File: src/ccap_pkg.sv
// Shared types and constants for the cascade byte capture chain.
// Assumes one byte clock drives every receiver of the chain.
package ccap_pkg;

    // ----------------------------------------------------------------
    // Widths and reset values
    // ----------------------------------------------------------------
    localparam int DATA_W = 8;

    // ----------------------------------------------------------------
    // Timing
    // ----------------------------------------------------------------
    localparam int CLK_PERIOD_NS = 8;
    localparam int T46_NS        = 20;
    // Longest time: round down, never below one cycle
    localparam int FALL_CYC_DEF  = (T46_NS / CLK_PERIOD_NS < 1) ?
                                   1 : T46_NS / CLK_PERIOD_NS;

    // ----------------------------------------------------------------
    // Carriers
    // ----------------------------------------------------------------
    typedef struct packed {
        logic              half_valid;
        logic              half_sync;
        logic              byte_valid;
        logic              is_sync;
        logic              is_cmd;
        logic              violation;
        logic [DATA_W-1:0] data;
    } ccap_sym_t;

    typedef struct packed {
        logic              is_cmd;
        logic              violation;
        logic [DATA_W-1:0] data;
    } ccap_byte_t;

    localparam ccap_byte_t BYTE_RST = '0;

    typedef enum logic [1:0] {
        REL_IDLE = 2'b00,
        REL_DEC  = 2'b01,
        REL_OUT  = 2'b11
    } ccap_rel_t;

endpackage

File: src/ccap_hold_reg.sv
// One byte latch stage with a load enable.
// Assumes load is synchronous to the byte clock.
`timescale 1ns/10ps
module ccap_hold_reg import ccap_pkg::*; #(
    parameter int W = $bits(ccap_byte_t)
) (
    input  wire logic         clk_sys_in,  // Byte clock
    input  wire logic         arst_n_in,   // Async reset, low
    input  wire logic         load_in,     // Take d this edge
    input  wire logic [W-1:0] d_in,        // Next contents
    output logic      [W-1:0] q_out        // Held contents
);

    // ----------------------------------------------------------------
    // Elaboration check
    // ----------------------------------------------------------------
    if (W < 1) begin : g_bad_w
        $error("ccap_hold_reg: W must be at least 1");
    end

    // ----------------------------------------------------------------
    // Storage
    // ----------------------------------------------------------------
    always_ff @(posedge clk_sys_in or negedge arst_n_in) begin
        if (!arst_n_in) begin
            q_out <= '0;
        end else if (load_in) begin
            q_out <= d_in;
        end
    end

endmodule

File: src/ccap_fall_delay.sv
// Fixed delay from a low catch enable to the forced drop of got-mine.
// Assumes the low level input is synchronous to the byte clock.
`timescale 1ns/10ps
module ccap_fall_delay #(
    parameter int DEPTH = 2
) (
    input  wire logic clk_sys_in,  // Byte clock
    input  wire logic arst_n_in,   // Async reset, low
    input  wire logic low_in,      // Catch enable is low
    output logic      low_out      // Same, DEPTH cycles later
);

    // ----------------------------------------------------------------
    // Elaboration check
    // ----------------------------------------------------------------
    if (DEPTH < 1) begin : g_bad_depth
        $error("ccap_fall_delay: DEPTH must be at least 1");
    end

    logic [DEPTH-1:0] stage_r;

    // ----------------------------------------------------------------
    // Shift stages
    // ----------------------------------------------------------------
    for (genvar i = 0; i < DEPTH; i++) begin : g_stage
        always_ff @(posedge clk_sys_in or negedge arst_n_in) begin
            if (!arst_n_in) begin
                stage_r[i] <= 1'b0;
            end else if (i == 0) begin
                stage_r[i] <= low_in;
            end else begin
                stage_r[i] <= stage_r[(i == 0) ? 0 : i-1];
            end
        end
    end

    assign low_out = stage_r[DEPTH-1];

endmodule

File: src/ccap_receiver.sv
// Byte slot capture control for one receiver of a cascaded chain.
// Assumes the serial decoder delivers half-byte and whole-byte events,
// synchronous to the byte clock, on sym_in.
`timescale 1ns/10ps

module ccap_receiver import ccap_pkg::*; #(
    parameter int FALL_CYC = FALL_CYC_DEF
) (
    input  wire logic              clk_sys_in,         // Byte clock
    input  wire logic              arst_n_in,          // Async reset, low
    input  wire ccap_sym_t         sym_in,             // Decoded events
    input  wire logic              catch_enable_in,    // From upstream
    output logic                   got_mine_out,       // To downstream
    output logic      [DATA_W-1:0] data_out,           // Released byte
    output logic                   code_violation_out, // Released flag
    output logic                   data_out_strobe,    // Data released
    output logic                   command_out_strobe  // Command released
);

    // ----------------------------------------------------------------
    // Elaboration check
    // ----------------------------------------------------------------
    if (FALL_CYC < 1) begin : g_bad_fall
        $error("ccap_receiver: FALL_CYC must be at least 1");
    end

    // ----------------------------------------------------------------
    // Declarations
    // ----------------------------------------------------------------
    logic       ce_r;
    logic       claim_r;
    logic       full_r;
    logic       gm_r;
    logic       gm_nxt;
    logic       fall_low;
    logic       sync_seen;
    logic       half_data;
    logic       ce_fall;
    logic       take_byte;
    logic       rel_go;
    ccap_rel_t  rel_r;
    ccap_rel_t  rel_nxt;
    ccap_byte_t in_d;
    ccap_byte_t in_q;
    ccap_byte_t dec_q;
    ccap_byte_t out_q;

    // ----------------------------------------------------------------
    // Event decode
    // ----------------------------------------------------------------
    assign sync_seen = sym_in.byte_valid && sym_in.is_sync;
    assign half_data = sym_in.half_valid && !sym_in.half_sync;
    // Previous sample against current one gives the edge
    assign ce_fall   = ce_r && !catch_enable_in;
    // Violation does not stop the claim: flagged bytes count too
    assign take_byte = claim_r && sym_in.byte_valid
                       && !sym_in.is_sync;
    // Release only when there is a byte to give out
    assign rel_go    = full_r && (sync_seen || ce_fall);

    // ----------------------------------------------------------------
    // Catch enable sample
    // ----------------------------------------------------------------
    always_ff @(posedge clk_sys_in or negedge arst_n_in) begin
        if (!arst_n_in) begin
            ce_r <= 1'b0;
        end else begin
            ce_r <= catch_enable_in;
        end
    end

    // ----------------------------------------------------------------
    // Claim of the byte now on the line
    // ----------------------------------------------------------------
    always_ff @(posedge clk_sys_in or negedge arst_n_in) begin
        if (!arst_n_in) begin
            claim_r <= 1'b0;
        end else if (!catch_enable_in || sync_seen) begin
            claim_r <= 1'b0;
        end else if (take_byte) begin
            claim_r <= 1'b0;
        end else if (half_data && !full_r && !claim_r) begin
            claim_r <= 1'b1;
        end
    end

    // ----------------------------------------------------------------
    // Full flag: one byte per arming
    // ----------------------------------------------------------------
    // Cleared by Sync or by a low enable, so low then high re-arms
    always_ff @(posedge clk_sys_in or negedge arst_n_in) begin
        if (!arst_n_in) begin
            full_r <= 1'b0;
        end else if (sync_seen || !catch_enable_in) begin
            full_r <= 1'b0;
        end else if (take_byte) begin
            full_r <= 1'b1;
        end
    end

    // ----------------------------------------------------------------
    // Got-mine
    // ----------------------------------------------------------------
    ccap_fall_delay #(
        .DEPTH      (FALL_CYC)
    ) u_fall (
        .clk_sys_in (clk_sys_in),
        .arst_n_in  (arst_n_in),
        .low_in     (!catch_enable_in),
        .low_out    (fall_low)
    );

    // A delayed fall still in the pipe after a re-arm must not undo
    // the claim made since, or got-mine and the held slot disagree
    always_comb begin
        gm_nxt = gm_r;
        if (sync_seen) begin
            gm_nxt = 1'b0;
        end else if (half_data && catch_enable_in
                     && !full_r && !claim_r) begin
            gm_nxt = 1'b1;
        end else if (fall_low && !claim_r && !full_r) begin
            gm_nxt = 1'b0;
        end
    end

    always_ff @(posedge clk_sys_in or negedge arst_n_in) begin
        if (!arst_n_in) begin
            gm_r <= 1'b0;
        end else begin
            gm_r <= gm_nxt;
        end
    end

    assign got_mine_out = gm_r;

    // ----------------------------------------------------------------
    // Latch chain: input, decoder, output
    // ----------------------------------------------------------------
    always_comb begin
        in_d           = BYTE_RST;
        in_d.is_cmd    = sym_in.is_cmd;
        in_d.violation = sym_in.violation;
        in_d.data      = sym_in.data;
    end

    ccap_hold_reg u_in_latch (
        .clk_sys_in (clk_sys_in),
        .arst_n_in  (arst_n_in),
        .load_in    (take_byte),
        .d_in       (in_d),
        .q_out      (in_q)
    );

    ccap_hold_reg u_dec_latch (
        .clk_sys_in (clk_sys_in),
        .arst_n_in  (arst_n_in),
        .load_in    (rel_go),
        .d_in       (in_q),
        .q_out      (dec_q)
    );

    ccap_hold_reg u_out_latch (
        .clk_sys_in (clk_sys_in),
        .arst_n_in  (arst_n_in),
        .load_in    (rel_r == REL_DEC),
        .d_in       (dec_q),
        .q_out      (out_q)
    );

    // ----------------------------------------------------------------
    // Release sequencer
    // ----------------------------------------------------------------
    // Fixed two-cycle path keeps every receiver of a chain in step
    always_comb begin
        rel_nxt = REL_IDLE;
        unique case (rel_r)
            REL_IDLE: begin
                rel_nxt = rel_go ? REL_DEC : REL_IDLE;
            end
            REL_DEC: begin
                rel_nxt = REL_OUT;
            end
            REL_OUT: begin
                rel_nxt = rel_go ? REL_DEC : REL_IDLE;
            end
            default: begin
                rel_nxt = REL_IDLE;
            end
        endcase
    end

    always_ff @(posedge clk_sys_in or negedge arst_n_in) begin
        if (!arst_n_in) begin
            rel_r <= REL_IDLE;
        end else begin
            rel_r <= rel_nxt;
        end
    end

    // ----------------------------------------------------------------
    // Outputs
    // ----------------------------------------------------------------
    assign data_out           = out_q.data;
    assign code_violation_out = out_q.violation;
    // Strobe decoded from state flops: one cycle, same on every receiver
    assign data_out_strobe    = (rel_r == REL_OUT)
                                && !out_q.is_cmd;
    assign command_out_strobe = (rel_r == REL_OUT)
                                && out_q.is_cmd;
endmodule

File: config.mk
export PLATFORM = sky130hd
export DESIGN_NAME = ccap_receiver
export DESIGN_NICKNAME = d
export VERILOG_FILES = /design/src/ccap_pkg.sv /design/src/ccap_hold_reg.sv /design/src/ccap_fall_delay.sv /design/src/ccap_receiver.sv
export SDC_FILE = /design/constraint.sdc
export NUM_CORES = 1
export LEC_CHECK = 0
export BUFFER_PORTS_ARGS = -buffer_cell sky130_fd_sc_hd__buf_2
export CORE_MARGIN = 2
export CORE_UTILIZATION = 40
export DETAILED_ROUTE_END_ITERATION = 10
export MAX_ROUTING_LAYER = met4
export SLEW_MARGIN = 40
export SYNTH_ARGS = -nofsm -noshare
export SYNTH_HDL_FRONTEND = slang
export SYNTH_SLANG_ARGS = --single-unit
File: constraint.sdc
create_clock -name clk_sys_in -period 1.5 [get_ports clk_sys_in]
set_input_delay 0.225 -clock clk_sys_in [delete_from_list [all_inputs] [get_ports clk_sys_in]]
set_output_delay 0.225 -clock clk_sys_in [all_outputs]
set_load 0.005 [all_outputs]
==> metrics.md <==
| Metric | Value |
|---|---|
| Initial Util | 42.38% |
| Footprint of the multi-input gates | 525.5 µm² |
| # DRC | 0 |
| Reg2Reg Setup Slack | 0.24 ns |
| Reg2reg start | rel_r[1] |
| DR vias/cell | 4.596 |
| Worst setup EP type | output port |
| Pwr Density | 1438 nW/µm² |
| CP startpoint | rel_r[0] |
| Max Fclk | 730.9 MHz |
| I/O pins | 29 |
| Setup violators final | 0 |
| GPL Wtd Cong | 0.7452 |
| Die Wd | 66.98 µm |
| Critical path data required time | 1.27 ns |
| CP max FO | 3 |
| Cells after synthesis | 103 |
| # rows | 22 |
| Cell Chain, Critical Path | ha_1 -> and2_1 -> buf_2 |
| Htree depth | 2 |
| Setup TNS Final | 0 ns |
| Sink Count | 38 |
| CP Class | flip-flop to output port |
| Total CTS buffers | 5 |
| Routed len/inst | 12.26 µm |
| Max Buffers Root-to-Sink | 2 |
| Initial DRT Pass Iterations | 4 |
| Routed wire length | 2244 µm |
| Async set-or-reset flop fraction in the synthesized netlist | 100.0% |
| CTS tree | yes |
| Largest net degree at the start of global routing | 39 |
| Worst hold endpoint | ce_r |
| Global route overflow | 0 |
| Syn avg cell area | 15.40 µm² |
| Outcome | finished clean |
| Vert. Die Dim | 66.98 µm |
| Critical Path Slowest Stage Cell | dfrtp_1 |
| Slew @ Worst Pin | 0.4547 ns |
| CP Data Arrival Time | 1.14 ns |
| Fillcell total | 346 |
| Reg2reg end | u_out_latch.q_out[4] |
| Vias in the first global route | 845 |
| First-pass GRT wire length | 3933 µm |
| Final Hold Vio Count | 0 |
| Layout Skew | 0.003442 ns |
| Critical path's largest stage delay | 0.40 ns |
| Final worst-path cycle share | 91.21% |
| Max Slew Vio Count | 0 |
| DP HPWL | 1696 µm |
| Minimum clock period | 1.368 ns |
| Worst-skew pair later-pin latency | 0.28 ns |
| RSZ-0062 raised after global routing | no |
| Area delta synth->final | 16.32% |
| Core Util, Final | 49.30% |
| Post-Synthesis Cell Area | 1587 µm² |
| Share of layout cells above drive strength 1 | 54.81% |
| Antenna Nets Post-Route | 0 |
| Worst vdd ir | 0.7664 mV |
| Core Box Area | 3744 µm² |
| Synth cell types | 22 |
| Root buffer cell | clkbuf_8 |
| Sequential element share of the synthesized area | 59.94% |
| Clock slew at reported path FFs | 0.07 ns |
| GRT Total Usage | 13.00% |
| Dominant synthesized flop cell | dfrtp_1 |
| Die area | 4486 µm² |
| IO Port Bufs | 28 |
| YS warnings | 0 |
| Startpoint types | flip-flop |
| Final nets | 154 |
| Hold_sp | catch_enable_in |
| Hold depth | 1 |
| Number of flops mapped to enable cells by yosys | 0 |
| Slew margin rel. | 69.68% |
| #FFs+latches synth | 38 |
| Storage cell area | 950.9 µm² |
| Syn nets | 123 |
| Max Cap Viol | 0 |
| P_leak | 0.9840 nW |
| ANT cells | 0 |
| Worst R2R Path Depth | 4 |
| Initial antenna violation count | 0 |
| DRT iter0 DRCs | 64 |
| DR vias | 841 |
| Worst hold-check path type | input pin to flip-flop |
## repair_timing
item                                    in CTS  in global routing
hold endpoints to repair                    38                  0
buffers inserted                             0                  0
endpoints found under the setup margin       0                  0
hold buffers                                 1                  0
resized for setup                            0                  0
## state kept, by name, indices dropped and copies added, names as in the netlist
register and cells:
u_out_latch.q_out 10, u_dec_latch.q_out 10, rel_r 2, claim_r 1
u_fall.stage_r 1, u_in_latch.q_out 10, got_mine_out 1, ce_r 1
u_fall.low_out 1, full_r 1
## metrics by stage
step	hold slack, ns	cells	power [mW]	setup WS, ns	instance area, µm²
6_report	0.1138	183	2.654	0.1318	1846
5_1_grt	0.09547	183	2.847	0.06952	1846
4_1_cts	0.09863	183	2.703	0.1096	1846
3_5_place_dp	0.2953	174	1.993	0.2216	1744
3_3_place_gp	0.2924	174	1.975	0.2404	1744
2_1_floorplan	-0.07059	103	1.891	0.2426	1587
## cell families (layout without fill, tap and decap cells)
| logic type | Yosys count | after routing | share of synthesized area, % |
|---|---|---|---|
| flops | 38 | 38 | 59.94 |
| compound gates | 7 | 7 | 3.628 |
| fa+ha+maj | 3 | 3 | 2.366 |
| simple gates | 8 | 8 | 3.707 |
| buf+inv | 17 | 49 | 6.939 |
| mux | 30 | 30 | 23.42 |
## Yosys cell counts (2+ instances only)
cell | n | area, µm²
nand3b_1 | 2 | 15.01
mux2_2 | 21 | 236.5
dfrtp_1 | 38 | 950.9
ha_1 | 3 | 37.54
mux2_4 | 9 | 135.1
inv_1 | 6 | 22.52
buf_4 | 9 | 67.56
## critical path: cells and delay by family (launching register included)
family,cells,cell delay (ns)
fa+ha+maj,1,0.21
simple gates,1,0.13
flops,1,0.40
buf+inv,1,0.12
## worst max-delay path by stage
stage	end
final	command_out_strobe
after global placement	u_dec_latch.q_out[4]
after floorplan	u_out_latch.q_out[1]
after CTS	command_out_strobe
after global routing	command_out_strobe
after detailed placement	u_dec_latch.q_out[8]
## layout make-up
cell class	instances	share of cell area, %
flip-flops and latches	38	51.53
multi-input cells	48	28.47
repair buffers	35	10.58
clock buffers	7	4.678
well taps	48	3.254
inverters	6	1.220
clock inverters	1	0.2712
## power by group
group	internal [mW]	switching [mW]
registers	1.29	0.139
clock network	0.370	0.326
logic	0.343	0.181
## layer usage
metal | wire, µm | global-route usage [%] | share of wire, % | vias to the layer above
met5 | 0 | - | 0 | -
met4 | 46 | 6.888 | 2.0 | 0
met3 | 149 | 5.574 | 6.6 | 7
met2 | 1066 | 18.13 | 48 | 20
met1 | 982 | 15.92 | 44 | 410
li1 | - | - | - | 404
## cell usage in the layout, fill, tap and decap left out, types with 2 or more instances in the layout
master     n
nand3b_1   2
buf_4      6
dfrtp_1   38
clkbuf_8   6
buf_2     28
mux2_4     9
inv_1      6
mux2_2    21
ha_1       3
Power figures use the tool's default switching activity.
